### src/aei_regs.svh
// Register map and field constants for the ADC event interrupt block
`ifndef AEI_REGS_SVH
`define AEI_REGS_SVH

// ----------------------------------------------------------------
// Offsets
// ----------------------------------------------------------------
`define AEI_OFS_ENSET 12'h304
`define AEI_OFS_ENCLR 12'h308
`define AEI_OFS_EVFLAG 12'h310

// ----------------------------------------------------------------
// Fields and reset values
// ----------------------------------------------------------------
`define AEI_NUM_EVENTS 22
`define AEI_BIT_STARTED 0
`define AEI_BIT_END 1
`define AEI_BIT_DONE 2
`define AEI_BIT_RESULT 3
`define AEI_BIT_CALIB 4
`define AEI_BIT_STOPPED 5
`define AEI_BIT_CH0_HIGH 6
`define AEI_BIT_CH6_LOW 19
`define AEI_BIT_CH7_HIGH 20
`define AEI_BIT_CH7_LOW 21
`define AEI_EN_RESET 22'h000000
`define AEI_FLAG_RESET 22'h000000
`define AEI_ZERO_PAD 10'h000

`endif

### src/aei_pkg.sv
// Types for the ADC event interrupt block
package aei_pkg;
    typedef logic [21:0] aei_ev_t;

    typedef enum logic [1:0] {
        AEI_IDLE = 2'h1,
        AEI_ACK = 2'h2
    } aei_phase_e;

    typedef struct packed {
        aei_ev_t enable;
        aei_ev_t flag;
        aei_phase_e phase;
        logic [31:0] rdata;
        logic irq;
    } aei_state_s;

    typedef struct packed {
        logic read;
        logic write;
        logic [11:0] address;
        logic [31:0] writedata;
    } aei_req_s;
endpackage

### src/aei_event_irq.sv
// Interrupt enable set/clear registers for the ADC events
`timescale 1ns/1ps
`include "aei_regs.svh"

module aei_event_irq (
    input wire logic i_clk,
    input wire logic i_reset,
    input wire logic i_read,
    input wire logic i_write,
    input wire logic [11:0] i_address,
    input wire logic [31:0] i_writedata,
    input wire logic [21:0] i_event,
    output logic [31:0] o_readdata,
    output logic o_waitrequest,
    output logic o_irq
);

    // ----------------------------------------------------------------
    // State
    // ----------------------------------------------------------------
    aei_pkg::aei_state_s state;
    aei_pkg::aei_state_s next_state;
    aei_pkg::aei_req_s req;
    aei_pkg::aei_ev_t wbits;
    logic take;
    logic [31:0] en_word;
    logic [31:0] flag_word;

    assign req = '{read: i_read, write: i_write, address: i_address,
                   writedata: i_writedata};
    assign wbits = req.writedata[`AEI_NUM_EVENTS-1:0];
    assign take = (state.phase == aei_pkg::AEI_IDLE)
                  && (req.read || req.write);
    assign en_word = {`AEI_ZERO_PAD, state.enable};
    assign flag_word = {`AEI_ZERO_PAD, state.flag};

    // ----------------------------------------------------------------
    // Next state
    // ----------------------------------------------------------------
    always_comb begin
        next_state = state;
        // Events set sticky flags; set beats clear
        next_state.flag = state.flag | i_event;
        unique case (state.phase)
            aei_pkg::AEI_IDLE: begin
                if (take) begin
                    next_state.phase = aei_pkg::AEI_ACK;
                    next_state.rdata = 32'h00000000;
                    if (req.write) begin
                        unique case (req.address)
                            `AEI_OFS_ENSET: begin
                                next_state.enable |= wbits;
                            end
                            `AEI_OFS_ENCLR: begin
                                next_state.enable &= ~wbits;
                            end
                            `AEI_OFS_EVFLAG: begin
                                next_state.flag &= ~wbits | i_event;
                            end
                            default: begin
                            end
                        endcase
                    end else begin
                        unique case (req.address)
                            `AEI_OFS_ENSET, `AEI_OFS_ENCLR: begin
                                next_state.rdata = en_word;
                            end
                            `AEI_OFS_EVFLAG: begin
                                next_state.rdata = flag_word;
                            end
                            default: begin
                            end
                        endcase
                    end
                end
            end
            aei_pkg::AEI_ACK: begin
                next_state.phase = aei_pkg::AEI_IDLE;
            end
            default: begin
                next_state.phase = aei_pkg::AEI_IDLE;
            end
        endcase
        next_state.irq = |(next_state.flag & next_state.enable);
    end

    always_ff @(posedge i_clk or posedge i_reset) begin
        if (i_reset) begin
            state.enable <= `AEI_EN_RESET;
            state.flag <= `AEI_FLAG_RESET;
            state.phase <= aei_pkg::AEI_IDLE;
            state.rdata <= 32'h00000000;
            state.irq <= 1'b0;
        end else begin
            state <= next_state;
        end
    end

    // ----------------------------------------------------------------
    // Outputs
    // ----------------------------------------------------------------
    always_comb begin
        o_readdata = state.rdata;
        o_irq = state.irq;
    end

    // Waitrequest is low only in the acknowledge cycle
    logic wait_q;
    always_ff @(posedge i_clk or posedge i_reset) begin
        if (i_reset) begin
            wait_q <= 1'b1;
        end else begin
            wait_q <= ~take;
        end
    end
    assign o_waitrequest = wait_q;

    // ----------------------------------------------------------------
    // Assertions
    // ----------------------------------------------------------------
    property p_set_bit;
        @(posedge i_clk) disable iff (i_reset)
        (take && req.write && req.address == `AEI_OFS_ENSET
            && wbits[`AEI_BIT_CH6_LOW])
        |=> state.enable[`AEI_BIT_CH6_LOW];
    endproperty
    a_set_bit: assert property (p_set_bit)
        else $error("set failed");

    property p_set_only;
        @(posedge i_clk) disable iff (i_reset)
        (take && req.write && req.address == `AEI_OFS_ENSET)
        |=> (state.enable & $past(state.enable)) == $past(state.enable);
    endproperty
    a_set_only: assert property (p_set_only)
        else $error("set write cleared a bit");

    property p_set_read;
        @(posedge i_clk) disable iff (i_reset)
        (take && req.read && req.address == `AEI_OFS_ENSET)
        |=> o_readdata[`AEI_BIT_CH7_HIGH]
                == $past(state.enable[`AEI_BIT_CH7_HIGH])
            && o_readdata[`AEI_BIT_CH7_LOW]
                == $past(state.enable[`AEI_BIT_CH7_LOW]);
    endproperty
    a_set_read: assert property (p_set_read)
        else $error("set read bad");

    property p_clr_bit;
        @(posedge i_clk) disable iff (i_reset)
        (take && req.write && req.address == `AEI_OFS_ENCLR
            && wbits[`AEI_BIT_STARTED])
        |=> !state.enable[`AEI_BIT_STARTED];
    endproperty
    a_clr_bit: assert property (p_clr_bit)
        else $error("clear failed");

    property p_clr_only;
        @(posedge i_clk) disable iff (i_reset)
        (take && req.write && req.address == `AEI_OFS_ENCLR)
        |=> (state.enable | $past(state.enable)) == $past(state.enable);
    endproperty
    a_clr_only: assert property (p_clr_only)
        else $error("clear write set a bit");

    property p_clr_read;
        @(posedge i_clk) disable iff (i_reset)
        (take && req.read && req.address == `AEI_OFS_ENCLR)
        |=> o_readdata == {`AEI_ZERO_PAD, $past(state.enable)} && !o_waitrequest;
    endproperty
    a_clr_read: assert property (p_clr_read)
        else $error("clear read bad");

    property p_clr_indiv;
        @(posedge i_clk) disable iff (i_reset)
        (take && req.write && req.address == `AEI_OFS_ENCLR)
        |=> state.enable[`AEI_BIT_CH0_HIGH:`AEI_BIT_DONE] ==
            ($past(state.enable[`AEI_BIT_CH0_HIGH:`AEI_BIT_DONE])
             & ~$past(wbits[`AEI_BIT_CH0_HIGH:`AEI_BIT_DONE]));
    endproperty
    a_clr_indiv: assert property (p_clr_indiv)
        else $error("bit clear bad");

    property p_keep;
        @(posedge i_clk) disable iff (i_reset)
        !(take && req.write) |=> $stable(state.enable);
    endproperty
    a_keep: assert property (p_keep)
        else $error("enable drifted");

    property p_zero_write;
        @(posedge i_clk) disable iff (i_reset)
        (take && req.write && wbits == `AEI_EN_RESET)
        |=> $stable(state.enable);
    endproperty
    a_zero_write: assert property (p_zero_write)
        else $error("zero write changed an enable");

    property p_irq;
        @(posedge i_clk) disable iff (i_reset)
        ##1 o_irq == |(state.flag & state.enable);
    endproperty
    a_irq: assert property (p_irq)
        else $error("irq mismatch");

    property p_irq_event;
        @(posedge i_clk) disable iff (i_reset)
        (|(i_event & state.enable)) && !(take && req.write
            && req.address == `AEI_OFS_ENCLR)
        |=> o_irq;
    endproperty
    a_irq_event: assert property (p_irq_event)
        else $error("enabled event raised no irq");

    property p_unmapped;
        @(posedge i_clk) disable iff (i_reset)
        (take && req.read && req.address != `AEI_OFS_ENSET
            && req.address != `AEI_OFS_ENCLR
            && req.address != `AEI_OFS_EVFLAG)
        |=> o_readdata == 32'h00000000;
    endproperty
    a_unmapped: assert property (p_unmapped)
        else $error("unmapped read not zero");

    property p_ack;
        @(posedge i_clk) disable iff (i_reset)
        take |=> !o_waitrequest ##1 o_waitrequest;
    endproperty
    a_ack: assert property (p_ack)
        else $error("ack timing bad");

    c_set: cover property (@(posedge i_clk) disable iff (i_reset)
        take && req.write && req.address == `AEI_OFS_ENSET);
    c_clr: cover property (@(posedge i_clk) disable iff (i_reset)
        take && req.write && req.address == `AEI_OFS_ENCLR);
    c_read: cover property (@(posedge i_clk) disable iff (i_reset)
        take && req.read && req.address == `AEI_OFS_ENSET);
    c_flag_clr: cover property (@(posedge i_clk) disable iff (i_reset)
        take && req.write && req.address == `AEI_OFS_EVFLAG);
    c_irq: cover property (@(posedge i_clk) disable iff (i_reset)
        $rose(o_irq));

endmodule

### config.mk
export PLATFORM = sky130hd
export DESIGN_NAME = aei_event_irq
export DESIGN_NICKNAME = d
export VERILOG_FILES = /design/src/aei_pkg.sv /design/src/aei_event_irq.sv
export VERILOG_INCLUDE_DIRS = /design/src
export SDC_FILE = /design/constraint.sdc
export NUM_CORES = 1
export LEC_CHECK = 0
export BUFFER_PORTS_ARGS = -buffer_cell sky130_fd_sc_hd__buf_2
export CAP_MARGIN = 40
export CORE_MARGIN = 4
export CORE_UTILIZATION = 25
export CTS_CLUSTER_DIAMETER = 50
export CTS_CLUSTER_SIZE = 30
export DETAILED_ROUTE_END_ITERATION = 7
export PLACE_DENSITY = 0.47
export SYNTH_ARGS = -nofsm -noshare
export SYNTH_HDL_FRONTEND = slang
export SYNTH_SLANG_ARGS = --single-unit
export TNS_END_PERCENT = 20
### constraint.sdc
create_clock -name i_clk -period 3.31 [get_ports i_clk]
set_input_delay 0.662 -clock i_clk [delete_from_list [all_inputs] [get_ports i_clk]]
set_output_delay 0.662 -clock i_clk [all_outputs]
set_load 0.02 [all_outputs]
==> impl_metrics.toml, run 1 <==
[placed_design]
place_congestion = 0.764
portBuffers = 83
dp.cells = 612
hpwlAfterDp_mm = 7.84
placedInstanceArea_mm2 = 0.00413
place_ws_ns = -0.237

[cells_and_area]
n_antenna_cell = 0
nets = 513
regArea_mm2 = 0.00175
final_area_mm2 = 0.00447
drive_above_1_share_pct = 33.3
area_growth_pct = 27.5
fin_cells = 628
final_util_pct = 32.3
n_fill_cell = 1463
layout_commonest_cell = "buf_2"
multi_input_area_mm2 = 0.00141
layout_common_cells = "buf_2, dfrtp_1, nand2_1"

[routing]
first_pass_iters = 4
wire_per_inst_um = 16.9
vias = 2888
detail_route.iter0.violations = 158
ant_nets = 0
drc_errors = 0
routed_wl_mm = 10.6
via_per_inst = 4.60

[clock_network]
cts_setup_buffers = 0
postCtsHoldBufs = 0
cts-root-buf = "clkbuf_16"
cts-htree-levels = 3
cts_tree = "done"
clk_pin_slew_ns = 0.06
clk_latency_ns = 0.34
cts_resized = 0
clock_path_buffers = 2
cts.sinks = 70
cts_buffers = 9

[floorplanning]
dieHeight_um = 126
boundaryPins = 104
rows = 43
start_util_pct = 25.3
fp.dieW_um = 126
die_area_mm2 = 0.0160
design.core.area_mm2 = 0.0138

[setup_path]
cp_top_family = "simple AND/OR/NAND/NOR gates"
reg2reg_slack_ns = 0.51
arrival_ns = 3.39
path_max_fanout = 17
max_stage_delay_ns = 0.57
required_ns = 3.53
worst-setup-path-type = "primary input to register"
worst_path_max_delay_cell = "or4_4"
r2r-end = "o_irq$_DFF_PP0_"
crit_chain = "buf_2, or4_4, nor4_4, buf_12, a31oi_1, o22a_1, a2111oi_0, buf_4, o2111ai_1, or3_1"
rr_startpoint = "state[34]$_DFFE_PP0P_"
start_kind = "primary input"
r2r_cells = 11
path_buf_inv = 3
worst_setup_path_end_kind = "register"

[yosys]
synth_ff_type = "dfrtp_1"
syn_area_per_cell_um2 = 9.79
synth_area_mm2 = 0.00350
yosys-top-cells-area = "dfrtp_1, buf_4, a22oi_1"
seq_area_frac_synth_pct = 50.1
synth-seq-cells = 70
yosysTopAreaCell = "dfrtp_1"
postSynthCellCount = 358
synth_top_area_share_pct = 48.6
synth_edf_count = 0
async_flop_share_pct = 100
yosys_warnings = 0
synth_cell_types = 50

[timing]
fin_ws_ns = 0.141
final-setup-viol-count = 0
worst_clock_skew_ns = 0.00905
period_needed_ns = 3.17
maxSlewHeadroom_pct = 46.7
fmax_ghz = 0.316
grt_setup_unrepaired = "no"
final_hold_viol_count = 0
slew_violations = 0
period_share_pct = 95.7
tightest_slew_ns = 0.798

[min_path]
min_path_cells = 2
hp-class = "register to register"
hold_path.startpoint = "o_readdata[19]$_DFFE_PP0P_"
timing.hold.worst_endpoint = "o_readdata[19]$_DFFE_PP0P_"

[pwr]
ir_drop_v = 0.000206
finalPower_mw = 2.21
powerDensity_mw_per_mm2 = 494
leakage_nw = 2.03

[global_route]
grt_pass1_wl_mm = 17.0
grt_pass1_vias = 3150
antenna_found_initial = 0
grt-ovfl-total = 0
track_usage_pct = 13.8
grt_max_degree = 37

[flow_run]
cap_violations = 0

[run_status]
outcome = "complete, no violations"
final cells by class:
type,count,share of cell area (%)
sequential,70,39.2
multi-input combinational,227,31.6
timing repair buffer,111,14.6
clock buffer,13,6.05
tap,180,5.04
inverter,24,2.02
clock inverter,3,1.46
cell families (layout without fill, tap and decap cells):
logic type             Yosys count  count (layout)  synth area share (%)
AO/OA/AOI/OAI                  111             111                  22.1
flip-flops                      70              70                  50.1
other                            1              10                 0.107
AND/OR/NAND/NOR                106             106                  16.6
buffers and inverters           70             151                  11.2
report_power, final:
part / leakage (nW) / internal, mW / switching (mW)
registers: 0.823 / 0.884 / 0.00945
clock network: 0.166 / 0.721 / 0.370
logic: 1.04 / 0.0675 / 0.157
total: 2.03 / 1.67 / 0.536
worst max-delay path by stage:
stage,startpoint,endpoint,slack [ns],cells past startpoint
CTS,i_address[1],o_irq$_DFF_PP0_,0.11,10
global placement,i_address[1],o_irq$_DFF_PP0_,-0.25,10
finish,i_address[1],o_irq$_DFF_PP0_,0.14,10
floorplan,i_address[1],o_irq$_DFF_PP0_,0.18,7
detailed placement,i_address[1],o_irq$_DFF_PP0_,-0.24,10
global route,i_address[1],o_irq$_DFF_PP0_,0.05,10
layer usage:
metal	global-route usage [%]	vias to the layer above	wire length, um
li1	-	1414	-
met1	17.5	1396	4700
met2	23.0	64	5170
met3	3.20	14	545
met4	5.30	0	180
met5	0	-	0
through the flow:
| stage | hold WS [ns] | setup TNS (ns) |
|---|---|---|
| 2_1_floorplan | 0.451 | 0 |
| 3_3_place_gp | 0.461 | -0.248 |
| 3_5_place_dp | 0.469 | -0.237 |
| 4_1_cts | 0.482 | 0 |
| 5_1_grt | 0.494 | 0 |
| 6_report | 0.472 | 0 |
flip-flops by register name (all words and copies together) (netlist names):
register,cells
en_word,22
flag_word,22
o_irq,1
o_readdata,22
o_waitrequest,1
state,2
tightest hold or removal path, stage by stage (launching register included):
cell     delay [ns]
dfrtp_1        0.34
nand2_1        0.04
o21ai_0        0.06
synthesized netlist by cell type (3+ instances only):
cell and number:
o2bb2ai_1 4, buf_4 32, and3_1 4, o22a_1 3, clkbuf_1 11, a21boi_0 6
or2_2 10, nand3_1 21, dfrtp_1 68, inv_1 24, a22oi_1 26, nor2_1 3
a31oi_1 8, a22o_1 7, a21oi_1 6, a21o_1 10, o21ai_0 30, nand2_1 43
Note: power is estimated with default switching activity, not from simulation.
==> run 2: changes to the inputs <==
--- a/config.mk
+++ b/config.mk
@@ -10,9 +10,10 @@
 export CAP_MARGIN = 40
 export CORE_MARGIN = 4
 export CORE_UTILIZATION = 25
-export CTS_CLUSTER_DIAMETER = 50
+export CTS_CLUSTER_DIAMETER = 100
 export CTS_CLUSTER_SIZE = 30
 export DETAILED_ROUTE_END_ITERATION = 7
+export GPL_TIMING_DRIVEN = 0
 export PLACE_DENSITY = 0.47
 export SYNTH_ARGS = -nofsm -noshare
 export SYNTH_HDL_FRONTEND = slang
==> impl_metrics.toml, run 2 (synthesis results as in run 1) <==
[floorplanning]
rows = 43
fp.dieW_um = 126
dieHeight_um = 126
boundaryPins = 104
die_area_mm2 = 0.0160
design.core.area_mm2 = 0.0138
start_util_pct = 25.3

[setup_path]
worst_setup_path_end_kind = "register"
crit_chain = "buf_2, or4_4, nor4_4, buf_4, nand3_1, a21oi_2, a2bb2o_4, or4_1, or3_1"
r2r_cells = 7
rr_startpoint = "state[33]$_DFFE_PP1P_"
reg2reg_slack_ns = 0.44
worst-setup-path-type = "primary input to register"
required_ns = 3.51
r2r-end = "o_irq$_DFF_PP0_"
max_stage_delay_ns = 0.58
path_max_fanout = 9
start_kind = "primary input"
arrival_ns = 3.37
cp-startpoint = "i_address[1]"
worst_path_max_delay_cell = "or4_4"

[clock_network]
clk_pin_slew_ns = 0.06
cts.sinks = 70
clk_latency_ns = 0.34
cts-htree-levels = 3
clock_path_buffers = 2
cts-root-buf = "clkbuf_16"
cts_buffers = 9
cts_tree = "done"

[min_path]
hp-class = "primary input to async pin"

[timing]
maxSlewHeadroom_pct = 45.6
period_share_pct = 95.7
worst_clock_skew_ns = 0.00630
tightest_slew_ns = 0.811
hold_ws_ns = 0.243
fmax_ghz = 0.316
slew_violations = 0
period_needed_ns = 3.17
grt_setup_unrepaired = "no"
final-setup-viol-count = 0
final_hold_viol_count = 0

[cells_and_area]
final_util_pct = 33.0
drive_above_1_share_pct = 34.5
area_growth_pct = 30.1
final_area_mm2 = 0.00456
nets = 537
n_fill_cell = 1445
regArea_mm2 = 0.00175
layout_common_cells = "buf_2, dfrtp_1, nand2_1"
layout_commonest_cell = "buf_2"
multi_input_area_mm2 = 0.00140
n_antenna_cell = 0

[routing]
via_per_inst = 4.63
routed_wl_mm = 11.1
detail_route.iter0.violations = 181
wire_per_inst_um = 17.0
vias = 3020
ant_nets = 0
first_pass_iters = 4
drc_errors = 0

[pwr]
leakage_nw = 2.09
ir_drop_v = 0.000248
powerDensity_mw_per_mm2 = 452

[global_route]
grt-ovfl-total = 0
track_usage_pct = 14.2
grt_max_degree = 60
grt_pass1_vias = 3264
grt_pass1_wl_mm = 17.4
antenna_found_initial = 0

[flow_run]
cap_violations = 0

[placed_design]
place_congestion = 0.802
portBuffers = 83
placedInstanceArea_mm2 = 0.00422
hpwlAfterDp_mm = 8.19

[run_status]
outcome = "complete, no violations"
==> run 2: cell count changes in the layout (fill, tap and decap cells not counted), sizes merged <==
cell,change
clkbuf,+12
clkinvlp,+1
clkinv,+1
buf,+12
bufinv,-2
==> run 2: worst max-delay path: cells and delay by family <==
kind | cells | cell delay (ns)
AND/OR/NAND/NOR | 5 | 1.94
AO/OA/AOI/OAI | 2 | 0.43
buffers and inverters | 2 | 0.34
==> run 2: power by group <==
part	internal [mW]	switching, mW	leakage [nW]
combinational	0.0679	0.170	1.13
clock	0.566	0.366	0.142
sequential	0.884	0.00907	0.823
total	1.52	0.544	2.09
==> run 2: how the worst max path moves through the flow <==
stage,end,slack (ns),cells after the start
detailed placement,o_irq$_DFF_PP0_,-0.71,9
global placement,o_irq$_DFF_PP0_,-0.83,8
floorplan,o_irq$_DFF_PP0_,0.18,7
finish,o_irq$_DFF_PP0_,0.14,9
global route,o_irq$_DFF_PP0_,0.001,11
CTS,o_irq$_DFF_PP0_,0.01,10
==> run 2: through the flow <==
stage               total power, mW  cells  setup slack [ns]  setup TNS (ns)
detailed placement             1.15    633            -0.708          -0.708
finish                         2.06    652             0.142               0
floorplan                      1.03    367             0.180               0
global placement               1.14    630            -0.829          -11.92
global route                   2.14    652          0.000988               0
CTS                            2.08    650            0.0101               0
==> run 2: timing repair <==
action / CTS / global route
setup buffers: 1 / 2
hold buffers: 0 / 0
pin swaps: 2 / 1
endpoints found under the setup margin: 1 / 1
gates resized for setup: 1 / 7
==> run 2: cell type report <==
| class | instances | share of cell area (%) |
|---|---|---|
| buffer | 46 | 6.75 |
| clock buffer | 13 | 5.93 |
| clock inverter | 3 | 0.384 |
| inverter | 24 | 2.03 |
| multi-input combinational | 227 | 30.7 |
| sequential | 70 | 38.5 |
| tap | 180 | 4.94 |
| timing repair buffer | 89 | 10.8 |
==> run 2: routing by layer <==
layer | global-route usage (%) | vias up | share of wire [%]
met3 | 2.82 | 18 | 4.6
li1 | - | 1466 | -
met4 | 6.37 | 0 | 2.2
met1 | 17.9 | 1466 | 45
met2 | 23.6 | 70 | 48
met5 | 0 | - | 0
==> run 3: changes to the inputs <==
--- a/config.mk
+++ b/config.mk
@@ -13,8 +13,9 @@
 export CTS_CLUSTER_DIAMETER = 100
 export CTS_CLUSTER_SIZE = 30
 export DETAILED_ROUTE_END_ITERATION = 7
-export GPL_TIMING_DRIVEN = 0
+export GPL_TIMING_DRIVEN = 1
 export PLACE_DENSITY = 0.47
+export SETUP_SLACK_MARGIN = 0.5
 export SYNTH_ARGS = -nofsm -noshare
 export SYNTH_HDL_FRONTEND = slang
 export SYNTH_SLANG_ARGS = --single-unit
==> impl_metrics.toml, run 3 (synthesis results as in run 1) <==
[run_status]
outcome = "complete, no violations"

[cells_and_area]
multi_input_area_mm2 = 0.00147
n_antenna_cell = 0
regArea_mm2 = 0.00175
layout_common_cells = "buf_2, dfrtp_1, nand2_1"
fin_cells = 631
drive_above_1_share_pct = 35.3
area_growth_pct = 29.3
layout_commonest_cell = "buf_2"
nets = 516
n_fill_cell = 1462

[setup_path]
required_ns = 3.52
rr_startpoint = "state[33]$_DFFE_PP1P_"
start_kind = "primary input"
cp-startpoint = "i_address[10]"
worst_setup_path_end_kind = "register"
path_max_fanout = 11
worst-setup-path-type = "primary input to register"
arrival_ns = 3.17

[timing]
final-setup-viol-count = 0
slew_violations = 0
period_share_pct = 89.2
fin_ws_ns = 0.359
period_needed_ns = 2.95
maxSlewHeadroom_pct = 59.9
final_hold_viol_count = 0
worst_clock_skew_ns = 0.00461
fmax_ghz = 0.339
tightest_slew_ns = 0.601
grt_setup_unrepaired = "yes"

[placed_design]
hpwlAfterDp_mm = 7.96
place_ws_ns = -0.0537
portBuffers = 83
place_congestion = 0.763
dp.cells = 611

[floorplanning]
design.core.area_mm2 = 0.0138
boundaryPins = 104
start_util_pct = 25.3
die_area_mm2 = 0.0160
dieHeight_um = 126
rows = 43
fp.dieW_um = 126

[global_route]
grt_pass1_wl_mm = 17.3
antenna_found_initial = 1
grt_pass1_vias = 3092
track_usage_pct = 14.1
grt_max_degree = 51
grt-ovfl-total = 0

[routing]
detail_route.iter0.violations = 160
drc_errors = 0
ant_nets = 0
wire_per_inst_um = 17.5
first_pass_iters = 4
vias = 2968
via_per_inst = 4.70
routed_wl_mm = 11.1

[pwr]
powerDensity_mw_per_mm2 = 466
swShare_pct = 25.3
ir_drop_v = 0.000274
seq_power_share_pct = 42.3
pwr-share-comb_pct = 11.3
p_clk_share_pct = 46.4
finalPower_mw = 2.11
internal_power_mw = 1.58
p_switching_uw = 535
leakage_nw = 2.04

[flow_run]
cap_violations = 0

[clock_network]
clock_path_buffers = 2
clk_latency_ns = 0.33
clk_pin_slew_ns = 0.06
cts-htree-levels = 3
postCtsHoldBufs = 0
cts_buffers = 9
cts-root-buf = "clkbuf_16"
cts.sinks = 70
cts_tree = "done"

[min_path]
hp-class = "primary input to async pin"
-- run 3: per-layer routing --
layer  routed length [um]  GRT usage [%]  up-vias  part of all wire [%]
li1                     -              -     1416                     -
met4                   97           2.71        2                  0.88
met5                    7              0        -                 0.063
met3                  746           5.01       12                   6.7
met2                 5210           22.4       92                    47
met1                 5000           18.7     1446                    45
-- run 3: final cells by class --
type	count	area share, %
Inverter	24	1.99
Sequential cell	70	38.7
Clock buffer	12	5.66
Tap cell	180	4.97
Clock inverter	4	0.994
Timing Repair Buffer	114	15.3
Multi-Input combinational cell	227	32.4
-- run 3: worst paths after layout --
path                                                   end  slack [ns]  cells past startpoint
max in group asynchronous       o_readdata[11]$_DFFE_PP0P_        2.39                      4
worst max-delay path                       o_irq$_DFF_PP0_        0.36                      9
worst min-delay path            o_readdata[12]$_DFFE_PP0P_        0.37                      3
worst max register to register             o_irq$_DFF_PP0_        0.51                      8
worst min register to register  o_readdata[14]$_DFFE_PP0P_        0.47                      2
min in group i_clk              o_readdata[14]$_DFFE_PP0P_        0.47                      2
-- run 3: stage by stage --
step / hold WS [ns] / util [%] / setup TNS [ns] / area, um^2
floorplan: 0.451 / - / 0 / 3570
global placement: 0.465 / 29.9 / -0.0357 / 4130
detailed placement: 0.468 / 30.1 / -0.0537 / 4160
CTS: 0.365 / 32.7 / 0 / 4520
global route: 0.377 / 32.8 / 0 / 4530
finish: 0.368 / 32.8 / 0 / 4530
-- run 3: power by group through the flow --
stage | Sequential [mW] | Combinational, mW | Clock (mW)
2_1_floorplan | 0.916 | 0.111 | 0
3_3_place_gp | 0.909 | 0.236 | 0
3_5_place_dp | 0.909 | 0.246 | 0
6_report | 0.893 | 0.239 | 0.981
4_1_cts | 0.893 | 0.247 | 1.01
5_1_grt | 0.896 | 0.264 | 1.05
-- run 3: worst max-delay path: stages --
cell       delay [ns]
buf_2            0.11
or4_4            0.56
nor4_4           0.32
buf_12           0.17
nand3_1          0.08
a22o_1           0.22
o2bb2ai_1        0.15
or4_4            0.54
or3_1            0.35
-- run 3: timing repair --
item / in CTS / in global routing
resized for setup: 2 / 3
setup buffers: 4 / 0
pin swaps: 2 / 2
endpoints found under the setup margin: 1 / 1
